$ cat src/pdn_regs_pkg.sv
// Package with register offsets, reset values and field positions for the output buffer and power-down registers.
// Assumes an 8-bit serial-port register interface with a one-cycle write strobe.
package pdn_regs_pkg;
	localparam int unsigned ADDR_W        = 8;
	localparam int unsigned DATA_W        = 8;
	localparam logic [7:0]  ADDR_OB_LOW   = 8'h0a;
	localparam logic [7:0]  ADDR_OB_MID   = 8'h0b;
	localparam logic [7:0]  ADDR_OB_HIGH  = 8'h0c;
	localparam logic [7:0]  ADDR_PDN_MASK = 8'h0d;
	localparam logic [7:0]  ADDR_SYNC_REF = 8'h0e;
	localparam logic [7:0]  ADDR_PDN_CTRL = 8'h08;
	localparam logic [7:0]  ADDR_CLK_BUF_CTRL = 8'h1f;
	localparam logic [7:0]  RESET_VALUE   = 8'h00;
	localparam int unsigned KEEP_CLK_BUF_BIT = 3;
	localparam int unsigned KEEP_REF_AMP_BIT = 2;
	localparam int unsigned BANDGAP_OFF_BIT  = 1;
	localparam int unsigned SYNC_PIN_EN_BIT = 7;
	localparam int unsigned SLEEP_BIT       = 0;
	localparam int unsigned BITCLK_IN_EN_BIT = 6;
	localparam int unsigned DATA_CLK_OUT_OFF_BIT = 4;
	localparam int unsigned LOW_B5_BIT      = 7;
	localparam int unsigned LOW_B4_BIT      = 6;
	localparam int unsigned LOW_B2_BIT      = 4;
	localparam int unsigned LOW_B1_BIT      = 3;
	localparam int unsigned LOW_B0_BIT      = 2;
	localparam int unsigned MID_A4_BIT      = 7;
	localparam int unsigned MID_A2_BIT      = 5;
	localparam int unsigned MID_A1_BIT      = 4;
	localparam int unsigned MID_A0_BIT      = 3;
	localparam int unsigned MID_B6_BIT      = 0;
	localparam int unsigned HIGH_A3_BIT     = 3;
	localparam int unsigned HIGH_B3_BIT     = 2;
	localparam int unsigned HIGH_A6_BIT     = 1;
	localparam int unsigned HIGH_A5_BIT     = 0;
	localparam int unsigned B_LINES       = 7;
	localparam int unsigned A_LINES       = 7;
endpackage : pdn_regs_pkg

$ cat src/pdn_regs.sv
// Output buffer disable, global power-down mask and sync/reference control registers.
// Assumes the serial control port decodes frames into a one-cycle write or read strobe with address and data.
`timescale 1ns/1ps
module pdn_regs
	import pdn_regs_pkg::*;
(
	input  wire logic                core_clk,
	input  wire logic                rst_n,
	input  wire logic                reg_wr,
	input  wire logic                reg_rd,
	input  wire logic [ADDR_W-1:0]   reg_addr,
	input  wire logic [DATA_W-1:0]   reg_wdata,
	output logic      [DATA_W-1:0]   reg_rdata,
	input  wire logic                sync_or_sleep_pin,
	output logic      [B_LINES-1:0]  chan_b_line_off,
	output logic      [A_LINES-1:0]  chan_a_line_off,
	output logic                     frame_clock_out_off,
	output logic                     external_bit_clock_in_on,
	output logic                     data_clock_out_off,
	output logic                     whole_chip_sleep,
	output logic                     sample_clock_buffer_off,
	output logic                     reference_amplifier_off,
	output logic                     bandgap_off,
	output logic                     sync_pulse
);
	logic [7:0] ob_low;
	logic [7:0] ob_mid;
	logic [7:0] ob_high;
	logic [7:0] pdn_mask;
	logic [7:0] sync_ref;
	logic [7:0] pdn_ctrl;
	logic [7:0] clk_buf_ctrl;
	logic       wr_ob_low;
	logic       wr_ob_mid;
	logic       wr_ob_high;
	logic       wr_pdn_mask;
	logic       wr_sync_ref;
	logic       wr_pdn_ctrl;
	logic       wr_clk_buf_ctrl;
	logic       sleep_req;
	logic       sleep_reg;
	logic       sleep_next;
	logic [7:0] live_mask_reg;
	logic [7:0] live_mask_next;
	logic       sync_pin_reg;
	logic       sync_pin_next;
	logic       sync_pulse_reg;
	logic       sync_pulse_next;
	logic [7:0] rdata_reg;
	logic [7:0] rdata_next;

	// Address decode; a write to an unmapped address changes nothing.
	assign wr_ob_low       = reg_wr && (reg_addr == ADDR_OB_LOW);
	assign wr_ob_mid       = reg_wr && (reg_addr == ADDR_OB_MID);
	assign wr_ob_high      = reg_wr && (reg_addr == ADDR_OB_HIGH);
	assign wr_pdn_mask     = reg_wr && (reg_addr == ADDR_PDN_MASK);
	assign wr_sync_ref     = reg_wr && (reg_addr == ADDR_SYNC_REF);
	assign wr_pdn_ctrl     = reg_wr && (reg_addr == ADDR_PDN_CTRL);
	assign wr_clk_buf_ctrl = reg_wr && (reg_addr == ADDR_CLK_BUF_CTRL);

	cfg_byte_reg u_ob_low (
		.core_clk (core_clk),
		.rst_n    (rst_n),
		.wr_en    (wr_ob_low),
		.wr_data  (reg_wdata),
		.value    (ob_low)
	);

	cfg_byte_reg u_ob_mid (
		.core_clk (core_clk),
		.rst_n    (rst_n),
		.wr_en    (wr_ob_mid),
		.wr_data  (reg_wdata),
		.value    (ob_mid)
	);

	cfg_byte_reg u_ob_high (
		.core_clk (core_clk),
		.rst_n    (rst_n),
		.wr_en    (wr_ob_high),
		.wr_data  (reg_wdata),
		.value    (ob_high)
	);

	cfg_byte_reg u_pdn_mask (
		.core_clk (core_clk),
		.rst_n    (rst_n),
		.wr_en    (wr_pdn_mask),
		.wr_data  (reg_wdata),
		.value    (pdn_mask)
	);

	cfg_byte_reg u_sync_ref (
		.core_clk (core_clk),
		.rst_n    (rst_n),
		.wr_en    (wr_sync_ref),
		.wr_data  (reg_wdata),
		.value    (sync_ref)
	);

	cfg_byte_reg u_pdn_ctrl (
		.core_clk (core_clk),
		.rst_n    (rst_n),
		.wr_en    (wr_pdn_ctrl),
		.wr_data  (reg_wdata),
		.value    (pdn_ctrl)
	);

	cfg_byte_reg u_clk_buf_ctrl (
		.core_clk (core_clk),
		.rst_n    (rst_n),
		.wr_en    (wr_clk_buf_ctrl),
		.wr_data  (reg_wdata),
		.value    (clk_buf_ctrl)
	);

	// Driver power-down map; register bits with no pin are stored but drive nothing.
	always_comb begin
		chan_b_line_off[5] = ob_low[LOW_B5_BIT];
		chan_b_line_off[4] = ob_low[LOW_B4_BIT];
		chan_b_line_off[2] = ob_low[LOW_B2_BIT];
		chan_b_line_off[1] = ob_low[LOW_B1_BIT];
		chan_b_line_off[0] = ob_low[LOW_B0_BIT];
		chan_b_line_off[6] = ob_mid[MID_B6_BIT];
		chan_b_line_off[3] = ob_high[HIGH_B3_BIT];
		chan_a_line_off[4] = ob_mid[MID_A4_BIT];
		chan_a_line_off[2] = ob_mid[MID_A2_BIT];
		chan_a_line_off[1] = ob_mid[MID_A1_BIT];
		chan_a_line_off[0] = ob_mid[MID_A0_BIT];
		chan_a_line_off[3] = ob_high[HIGH_A3_BIT];
		chan_a_line_off[6] = ob_high[HIGH_A6_BIT];
		chan_a_line_off[5] = ob_high[HIGH_A5_BIT];
	end

	// The frame clock shares the channel-A line 1 driver in the serial modes.
	assign frame_clock_out_off = ob_mid[MID_A1_BIT];

	// The bit clock input and data clock output buffers follow their own register, never the disable bits.
	assign external_bit_clock_in_on = clk_buf_ctrl[BITCLK_IN_EN_BIT];
	assign data_clock_out_off       = clk_buf_ctrl[DATA_CLK_OUT_OFF_BIT];

	assign sleep_req = pdn_ctrl[SLEEP_BIT] || (!sync_ref[SYNC_PIN_EN_BIT] && sync_or_sleep_pin);

	always_comb begin
		sleep_next     = sleep_req;
		live_mask_next = live_mask_reg;
		// The mask is sampled only on entry so a change mid-sleep cannot glitch an analogue block.
		if (sleep_req && !sleep_reg) begin
			live_mask_next = pdn_mask;
		end
	end

	always_ff @(posedge core_clk or negedge rst_n) begin
		if (!rst_n) begin
			sleep_reg     <= 1'b0;
			live_mask_reg <= RESET_VALUE;
		end else begin
			sleep_reg     <= sleep_next;
			live_mask_reg <= live_mask_next;
		end
	end

	// The pin is taken as synchronous; its last sample gives the rising edge for the sync pulse.
	// The sample resets low, the pin's idle level, so no false pulse follows reset.
	always_comb begin
		sync_pin_next   = sync_or_sleep_pin;
		sync_pulse_next = sync_ref[SYNC_PIN_EN_BIT] && sync_or_sleep_pin && !sync_pin_reg;
	end

	always_ff @(posedge core_clk or negedge rst_n) begin
		if (!rst_n) begin
			sync_pin_reg   <= 1'b0;
			sync_pulse_reg <= 1'b0;
		end else begin
			sync_pin_reg   <= sync_pin_next;
			sync_pulse_reg <= sync_pulse_next;
		end
	end

	// Read data is registered and held until the next read strobe.
	always_comb begin
		rdata_next = rdata_reg;
		if (reg_rd) begin
			case (reg_addr)
				ADDR_OB_LOW:       rdata_next = ob_low;
				ADDR_OB_MID:       rdata_next = ob_mid;
				ADDR_OB_HIGH:      rdata_next = ob_high;
				ADDR_PDN_MASK:     rdata_next = pdn_mask;
				ADDR_SYNC_REF:     rdata_next = sync_ref;
				ADDR_PDN_CTRL:     rdata_next = pdn_ctrl;
				ADDR_CLK_BUF_CTRL: rdata_next = clk_buf_ctrl;
				default:           rdata_next = RESET_VALUE;
			endcase
		end
	end

	always_ff @(posedge core_clk or negedge rst_n) begin
		if (!rst_n) begin
			rdata_reg <= RESET_VALUE;
		end else begin
			rdata_reg <= rdata_next;
		end
	end

	assign reg_rdata               = rdata_reg;
	assign whole_chip_sleep        = sleep_reg;
	assign sync_pulse              = sync_pulse_reg;
	assign sample_clock_buffer_off = sleep_reg && !live_mask_reg[KEEP_CLK_BUF_BIT];
	assign reference_amplifier_off = sleep_reg && !live_mask_reg[KEEP_REF_AMP_BIT];
	// Inverse sense: a set bit lets sleep drop the bandgap, trading wake-up time for power.
	assign bandgap_off             = sleep_reg && live_mask_reg[BANDGAP_OFF_BIT];
endmodule : pdn_regs

$ cat src/cfg_byte_reg.sv
// One 8-bit read/write configuration register with asynchronous reset.
// Assumes the write strobe lasts one core_clk cycle per write.
`timescale 1ns/1ps
module cfg_byte_reg
	import pdn_regs_pkg::*;
#(
	parameter logic [7:0] RESET_VAL = RESET_VALUE
) (
	input  wire logic       core_clk,
	input  wire logic       rst_n,
	input  wire logic       wr_en,
	input  wire logic [7:0] wr_data,
	output logic      [7:0] value
);
	logic [7:0] value_reg;
	logic [7:0] value_next;

	always_comb begin
		value_next = value_reg;
		if (wr_en) begin
			value_next = wr_data;
		end
	end

	always_ff @(posedge core_clk or negedge rst_n) begin
		if (!rst_n) begin
			value_reg <= RESET_VAL;
		end else begin
			value_reg <= value_next;
		end
	end

	assign value = value_reg;
endmodule : cfg_byte_reg

$ cat config.mk
export PLATFORM = sky130hd
export DESIGN_NAME = pdn_regs
export DESIGN_NICKNAME = d
export VERILOG_FILES = /design/src/pdn_regs_pkg.sv /design/src/pdn_regs.sv /design/src/cfg_byte_reg.sv
export SDC_FILE = /design/constraint.sdc
export NUM_CORES = 1
export LEC_CHECK = 0
export BUFFER_PORTS_ARGS = -buffer_cell sky130_fd_sc_hd__buf_2
export CAP_MARGIN = 20
export CORE_MARGIN = 2
export CORE_UTILIZATION = 56
export DETAILED_ROUTE_END_ITERATION = 8
export HOLD_SLACK_MARGIN = 0.1
export PLACE_DENSITY = 0.79
export SETUP_SLACK_MARGIN = 0.2
export SYNTH_ARGS = -nofsm -noshare
export SYNTH_HDL_FRONTEND = slang
export SYNTH_SLANG_ARGS = --single-unit
export TNS_END_PERCENT = 10
$ cat constraint.sdc
create_clock -name core_clk -period 1.5 [get_ports core_clk]
set_input_delay 0.075 -clock core_clk [delete_from_list [all_inputs] [get_ports core_clk]]
set_output_delay 0.075 -clock core_clk [all_outputs]
set_load 0.01 [all_outputs]
==> flow_metrics.tcl, run 1 <==
set metrics [dict create \
    gp_congestion 0.843 \
    r2r_slack_ns 0.20 \
    root_buffer "clkbuf_8" \
    cp-end-kind "register" \
    io_pins 51 \
    port_buffers 50 \
    dpl_cell_area_um2 3790 \
    place_ws_ns -0.117 \
    status "complete, no violations" \
    hold_slack_ns 0.278 \
    worst_pin_slew_ns 0.474 \
    final_max_slew_viol_count 0 \
    htree_levels 3 \
    antenna_cells 0 \
    synth_warnings 0 \
    dr.first_iter.drc_count 200 \
    viasPerCell 5.81 \
    cts_tree "done" \
    final_nets 361 \
    switching_share 0.234 \
    wl_per_cell_um 18.7 \
    grt_pass1_wl_mm 12.7 \
    cts_max_path_buffers 2 \
    timing.rr.start "u_sync_ref.value[7]" \
    share_comb_of_total_power 0.095 \
    hp-class "input port to async pin" \
    fmax_mhz 769 \
    die_h_um 81.4 \
    setup_violations 0 \
    dieArea_um2 6630 \
    syn_area_per_cell_um2 12.8 \
    crit_fanout 4 \
    ys_seq_area_frac 0.522 \
    synth-simple-area-share 0.103 \
    period_minus_slack_ns 1.30 \
    rsz0062_at_grt "yes" \
    hold_violations 0 \
    peakVddDrop_mv 0.706 \
    yosysTopAreaCellShare 0.522 \
    cp-start-kind "register" \
    crit_required_ns 1.77 \
    drc 0 \
    drv_cap 0 \
    synth_top_family_by_area "multiplexers" \
    seq_power_share 0.492 \
    timing.final.crit_share 0.867 \
    yosysTopAreaCell "dfrtp_1" \
    yosysMostFrequentCell "dfrtp_1" \
    synthDistinctLibCells 45 \
    routed_wl_mm 7.87 \
    p_sw_mw 0.961 \
    r2r-end "reg_rdata[7]" \
    numClockSinks 70 \
    synth-edff-count 0 \
    grt_pass1_vias 2456 \
    crit_type "register to register" \
    ys_top_cells_by_area "dfrtp_1, mux2_2, mux2_4" \
    utilization 0.707 \
    leakagePower_nw 2.08 \
    dpl.hpwl_mm 5.41 \
    grt_max_degree 71 \
    first_pass_iters 4 \
    die_w_um 81.4 \
    detail-route-antenna-nets 0 \
    via_count 2441 \
    timing.setup.tns_ns 0 \
    coreArea_um2 5850 \
    num_rows 28 \
    layout-drive-gt1-share 0.481 \
    p_per_area_nw_per_um2 994 \
    fin_area_um2 4130 \
    area_delta_synth_final_pct 23.2 \
    ys_seq_elements 70 \
    critical_path_arrival_ns 1.57 \
    synth_ff_type "dfrtp_1" \
    grt_overflow 0 \
    cts_buffers 9 \
    nFillCells 407 \
    postSynthCellCount 262 \
    worstRegToRegCells 4 \
    synth_xor_xnor_area_share 0 \
    synth-compound-area-share 0.0865 \
    synthAdderAreaFrac 0 \
    syn_nets 283 \
    final.setup.worst_slack_ns 0.199 \
    ys_async_sr_fraction 1.00 \
    p_int_mw 3.15 \
    syn_area_um2 3360 \
    clk_pin_slew_ns 0.08 \
    clock_latency_ns 0.34 \
    slew_headroom 0.684 \
    muxShareOfSynthArea 0.238 \
    antenna_found_initial 0 \
    start_util 0.574 \
    grtUsageTotal 0.265 \
    synth_common_cells "dfrtp_1, mux2_2, buf_4, nand2_1" \
    clkPwrFrac 0.412 \
    finalClockSkew_ns 0.0122 \
]
worst max path at each step:
stage | slack, ns | endpoint | startpoint | cells past startpoint
2_1_floorplan | -0.03 | u_ob_high.value[0] | reg_addr[6] | 5
4_1_cts | 0.21 | reg_rdata[4] | reg_rd | 6
5_1_grt | 0.14 | u_ob_mid.value[6] | reg_addr[6] | 7
3_3_place_gp | -0.1 | u_ob_high.value[3] | reg_addr[6] | 6
3_5_place_dp | -0.12 | u_ob_high.value[0] | reg_addr[6] | 6
6_report | 0.20 | reg_rdata[7] | u_sync_ref.value[7] | 4
final cells by class:
class                      instances  area, um^2  share of cell area
timing repair buffer              92         609               0.147
inverter                           4        15.0             0.00363
sequential                        70        1750               0.424
tap                               75        93.8              0.0227
multi-input combinational        163        1440               0.349
clock buffer                      11         141              0.0342
clock inverter                     5        81.3              0.0197
per-layer routing:
metal,track usage,share of wire
met1,0.359,0.44
met2,0.416,0.48
met3,0.0527,0.059
met4,0.119,0.025
met5,0,0
logic make-up (layout without fill, tap and decap cells):
kind of cell | count (synthesis) | count (layout)
compound gates | 38 | 38
mux | 69 | 69
flops | 70 | 70
simple gates | 56 | 56
buf+inv | 29 | 112
timing repair:
item / CTS / global route
endpoints found under the setup margin: 1 / 32
hold buffers: 11 / 0
resized for setup: 2 / 1
endpoints found under the hold margin: 131 / 0
setup buffers: 0 / 0
cells in the final DEF (no fill, tap or decap), drive strengths merged, types with 5 or more instances in the layout:
master       netlist  final
nor3               6      6
clkbuf             3     11
dfrtp             70     70
a22o               8      8
nand2b             8      8
dlygate4sd3        0     11
a32oi              7      7
nand2             14     14
mux2              61     61
buf               22     81
inv                4      5
mux2i              8      8
stage by stage:
stage / power [mW] / cells
2_1_floorplan: 2.25 / 262
3_3_place_gp: 2.41 / 393
3_5_place_dp: 2.43 / 393
4_1_cts: 4.14 / 420
5_1_grt: 4.26 / 420
6_report: 4.11 / 420
critical path, stage by stage (launching register included):
cell,delay [ns]
dfrtp_1,0.40
or3b_2,0.47
a21oi_2,0.18
a211oi_2,0.06
o22ai_1,0.12
power groups by stage:
stage	sequential, mW	clock, mW	combinational (mW)
floorplan	2.04	0	0.208
global placement	2.05	0	0.361
detailed placement	2.06	0	0.369
CTS	2.02	1.72	0.395
global route	2.03	1.80	0.431
finish	2.02	1.69	0.392
Power figures use the tool's default switching activity.
==> run 2: changes to the inputs <==
Settings changed: CORE_MARGIN 2 to 3, CORE_UTILIZATION 56 to 30, PLACE_DENSITY 0.79 to default, TNS_END_PERCENT 10 to default.
==> flow_metrics.tcl, run 2 (synthesis gave the netlist of run 1 again) <==
set metrics [dict create \
    status "complete, no violations" \
    rsz0062_at_grt "yes" \
    grtUsageTotal 0.144 \
    cp-start-kind "register" \
    routed_wl_mm 8.77 \
    mostFrequentLayoutCell "dfrtp_1" \
    final_max_slew_viol_count 0 \
    critical_path_arrival_ns 1.54 \
    hold_violations 0 \
    share_comb_of_total_power 0.106 \
    num_rows 37 \
    route.met2.wl_mm 4.17 \
    slew_headroom 0.543 \
    clkPwrFrac 0.379 \
    switching_share 0.251 \
    grt_max_degree 28 \
    setup_violations 0 \
    placedCellCount 457 \
    coreArea_um2 10600 \
    finalClockSkew_ns 0.00735 \
    clock_latency_ns 0.34 \
    wl_per_cell_um 18.1 \
    htree_levels 3 \
    first_pass_iters 4 \
    dieArea_um2 12500 \
    gp_congestion 0.800 \
    p_sw_mw 0.988 \
    drv_cap 0 \
    mostFrequentLayoutCells "dfrtp_1, mux2_2, buf_2, buf_4, nand2_1" \
    utilization 0.405 \
    crit_required_ns 1.76 \
    antenna_found_initial 0 \
    via_count 2425 \
    area_delta_synth_final_pct 27.9 \
    numClockSinks 70 \
    dpl.hpwl_mm 6.39 \
    fmax_mhz 785 \
    antenna_cells 0 \
    period_minus_slack_ns 1.27 \
    p_int_mw 2.95 \
    timing.setup.tns_ns 0 \
    crit_fanout 4 \
    dr.first_iter.drc_count 124 \
    m1WireLength_mm 4.14 \
    grt_overflow 0 \
    grt_pass1_vias 2561 \
    clk_pin_slew_ns 0.08 \
    cts_buffers 9 \
    root_buffer "clkbuf_8" \
    seq_power_share 0.514 \
    crit_type "register to register" \
    final_nets 365 \
    leakagePower_nw 2.13 \
    maxUsedRoutingLayer "met4" \
    io_pins 51 \
    drc 0 \
    route.met3.wl_um 359 \
    dpl_cell_area_um2 3950 \
    path_delay_family "simple AND/OR/NAND/NOR gates" \
    start_util 0.317 \
    viasPerCell 5.00 \
    die_h_um 112 \
    layout-drive-gt1-share 0.507 \
    port_buffers 50 \
    critPathBufInv 0 \
    cpMaxStageDelayCell "or3b_2" \
    fin_cells 485 \
    crit_chain "or3b_2, a21oi_2, a211oi_2, o22ai_1" \
    hp-class "input port to register" \
    timing.final.crit_share 0.849 \
    cts_tree "done" \
    cp-end-kind "register" \
    peakVddDrop_mv 0.464 \
    grt_pass1_wl_mm 14.1 \
    detail-route-antenna-nets 0 \
    die_w_um 112 \
    cts_max_path_buffers 2 \
    p_per_area_nw_per_um2 917 \
    worst_pin_slew_ns 0.686 \
    cpPeakStageDelay_ns 0.47 \
    fin_area_um2 4290 \
]
==> run 2: changes by cell type in the layout (fill, tap and decap cells not counted), moves of 2 or more <==
cell / delta
buf_12: +3
buf_4: +3
mux2_2: -2
mux2_4: +2
or4b_4: +2
==> run 2: final timing paths <==
check	from	end	slack (ns)	depth (start not counted)
max reg2reg	u_sync_ref.value[7]	reg_rdata[7]	0.23	4
min reg2reg	sync_pin_reg	sync_pulse	0.42	1
min	reg_wr	u_clk_buf_ctrl.value[7]	0.24	4
max in group asynchronous	rst_n	u_pdn_mask.value[6]	0.62	3
max	u_sync_ref.value[7]	reg_rdata[7]	0.23	4
min in group asynchronous	rst_n	reg_rdata[6]	0.31	2
==> run 2: power groups by stage <==
stage / Clock (mW) / Sequential, mW / Combinational [mW]
floorplan: 0 / 2.04 / 0.213
global placement: 0 / 2.06 / 0.386
detailed placement: 0 / 2.06 / 0.393
CTS: 1.54 / 2.02 / 0.418
global route: 1.63 / 2.04 / 0.456
finish: 1.49 / 2.02 / 0.418
==> run 2: tightest hold or removal path, delay by kind of cell <==
kind	cells	cell delay, ns
mux	1	0.14
buf+inv	2	0.25
simple gates	1	0.09
==> run 2: what timing repair did <==
action | 4_1_cts | 5_1_grt
resized for setup | 2 | 5
hold buffers | 11 | 0
endpoints found under the hold margin | 83 | 0
buffers inserted | 0 | 1
pin swaps | 0 | 2
endpoints found under the setup margin | 2 | 15
gates cloned | 0 | 0
==> run 2: area by class of cell <==
cell class	instances	area, um^2
clock buffers	9	124
clock inverters	7	72.6
fillers	1011	6310
inverters	4	15.0
multi-input cells	163	1480
flip-flops and latches	70	1750
well taps	136	170
repair buffers	96	676
==> run 2: routing by layer <==
metal / track usage / vias to the layer above
li1: - / 1122
met1: 0.198 / 1237
met2: 0.232 / 59
met3: 0.0321 / 7
met4: 0.0357 / 0
met5: 0 / -
==> run 2: per-stage QoR <==
stage	power, mW	hold WS [ns]	setup WS (ns)
floorplan	2.26	-0.221	-0.0271
global placement	2.44	0.153	-0.106
detailed placement	2.45	0.150	-0.133
CTS	3.98	0.227	0.198
global route	4.12	0.256	0.185
finish	3.93	0.241	0.226
==> run 3: changes to the inputs <==
Clock period 1.5 ns to 1.15 ns, I/O delays scaled along.
==> flow_metrics.tcl, run 3 (synthesis gave the netlist of run 1 again) <==
set metrics [dict create \
    viasPerCell 5.00 \
    die_w_um 112 \
    start_util 0.317 \
    dieArea_um2 12500 \
    grt_max_degree 71 \
    p_int_mw 4.24 \
    fin_area_um2 4980 \
    cts_tree "done" \
    final.setup.worst_slack_ns -0.0903 \
    crit_fanout 8 \
    mostFrequentLayoutCell "dfrtp_1" \
    p_per_area_nw_per_um2 1140 \
    critical_path_arrival_ns 1.47 \
    routed_wl_mm 9.55 \
    detail-route-antenna-nets 0 \
    htree_levels 3 \
    hp-class "input port to register" \
    leakagePower_nw 2.49 \
    dr.first_iter.drc_count 138 \
    drv_cap 0 \
    worstRegToRegCells 4 \
    drc 0 \
    worst_pin_slew_ns 0.385 \
    mostFrequentLayoutCells "dfrtp_1, mux2_4, buf_6, buf_4, buf_2" \
    wl_per_cell_um 18.5 \
    grt_overflow 0 \
    slew_headroom 0.743 \
    switching_share 0.255 \
    status "finished, violations left" \
    grtUsageTotal 0.159 \
    port_buffers 50 \
    numClockSinks 70 \
    final_max_slew_viol_count 0 \
    crit_required_ns 1.38 \
    clock_latency_ns 0.35 \
    cts_max_path_buffers 2 \
    timing.final.crit_share 1.08 \
    share_comb_of_total_power 0.131 \
    via_count 2581 \
    hold_end "reg_rdata[0]" \
    gp_congestion 0.811 \
    layout-drive-gt1-share 0.574 \
    fmax_mhz 806 \
    grt_pass1_vias 2698 \
    place_ws_ns -0.474 \
    io_pins 51 \
    final_nets 396 \
    dpl.hpwl_mm 6.29 \
    dpl_cell_area_um2 4080 \
    r2r_slack_ns -0.08 \
    root_buffer "clkbuf_8" \
    die_h_um 112 \
    setup_violations 27 \
    clkPwrFrac 0.406 \
    peakVddDrop_mv 0.522 \
    first_pass_iters 4 \
    cp-start-kind "input port" \
    coreArea_um2 10600 \
    min_from "reg_rd" \
    antenna_found_initial 0 \
    violations "setup timing" \
    grt_pass1_wl_mm 15.5 \
    seq_power_share 0.464 \
    area_delta_synth_final_pct 48.5 \
    cts_buffers 9 \
    crit_type "input port to register" \
    hold_violations 0 \
    timing.rr.start "u_ob_low.value[7]" \
    num_rows 37 \
    r2r-end "reg_rdata[7]" \
    finalClockSkew_ns 0.00982 \
    antenna_cells 0 \
    holdPathStages 3 \
    cp-end-kind "register" \
    rsz0062_at_grt "yes" \
    p_sw_mw 1.45 \
    period_minus_slack_ns 1.24 \
    clk_pin_slew_ns 0.09 \
    power.total_mw 5.69 \
]
==> run 3: cell types whose count changed in the layout (fill, tap and decap cells not counted), moves of 2 or more <==
cell      before  now
clkinv_2       2    0
mux2_2        51    7
o21ai_1        1    4
mux2_4        10   54
o21ai_0        3    0
buf_6          0   41
buf_4         32   37
buf_2         49   34
==> run 3: what timing repair did <==
item,in CTS,in global routing
gates resized for setup,91,16
pin swaps,11,5
hold buffers,11,0
endpoints found under the setup margin,92,96
endpoints found under the hold margin,131,0
buffers inserted,10,6
==> run 3: layout make-up <==
cell class / instances / area (um^2)
inverter: 4 / 15.0
clock buffer: 9 / 124
multi-input combinational: 163 / 1720
timing repair buffer: 127 / 1090
sequential: 70 / 1750
tap: 136 / 170
fill: 953 / 5620
clock inverter: 7 / 105
==> run 3: metrics by stage <==
stage | TNS (ns) | util | hold WS, ns | cells
2_1_floorplan | -11.67 | - | -0.238 | 262
3_3_place_gp | -20.41 | 0.385 | 0.111 | 473
3_5_place_dp | -21.40 | 0.385 | 0.112 | 473
4_1_cts | -0.615 | 0.459 | 0.162 | 510
5_1_grt | -2.04 | 0.470 | 0.187 | 516
6_report | -1.03 | 0.470 | 0.192 | 516
==> run 3: power by group through the flow <==
stage / logic (mW) / clock network (mW) / registers (mW)
6_report: 0.743 / 2.31 / 2.64
4_1_cts: 0.717 / 2.36 / 2.63
3_3_place_gp: 0.559 / 0 / 2.68
5_1_grt: 0.804 / 2.48 / 2.65
2_1_floorplan: 0.286 / 0 / 2.66
3_5_place_dp: 0.569 / 0 / 2.68
==> run 3: critical path, stage by stage <==
cell and delay [ns]:
buf_6 0.09, nor3b_4 0.20, nand3_2 0.14, or4b_4 0.51
buf_6 0.17, mux2_4 0.30
==> run 3: how the worst max path moves through the flow <==
stage,startpoint,end,slack [ns],depth (start not counted)
after CTS,u_ob_mid.value[7],reg_rdata[7],-0.09,4
final,reg_addr[6],u_ob_high.value[4],-0.09,6
after global routing,u_ob_low.value[7],reg_rdata[7],-0.12,4
after floorplan,reg_addr[6],u_ob_high.value[0],-0.36,5
after detailed placement,reg_addr[6],u_ob_high.value[4],-0.47,6
after global placement,reg_addr[6],u_ob_high.value[4],-0.46,6
==> run 3: per-layer routing <==
| layer | global-route usage | part of all wire |
|---|---|---|
| met5 | 0 | 0 |
| met1 | 0.223 | 0.47 |
| met4 | 0.0576 | 0.010 |
| met3 | 0.0402 | 0.051 |
| met2 | 0.239 | 0.47 |
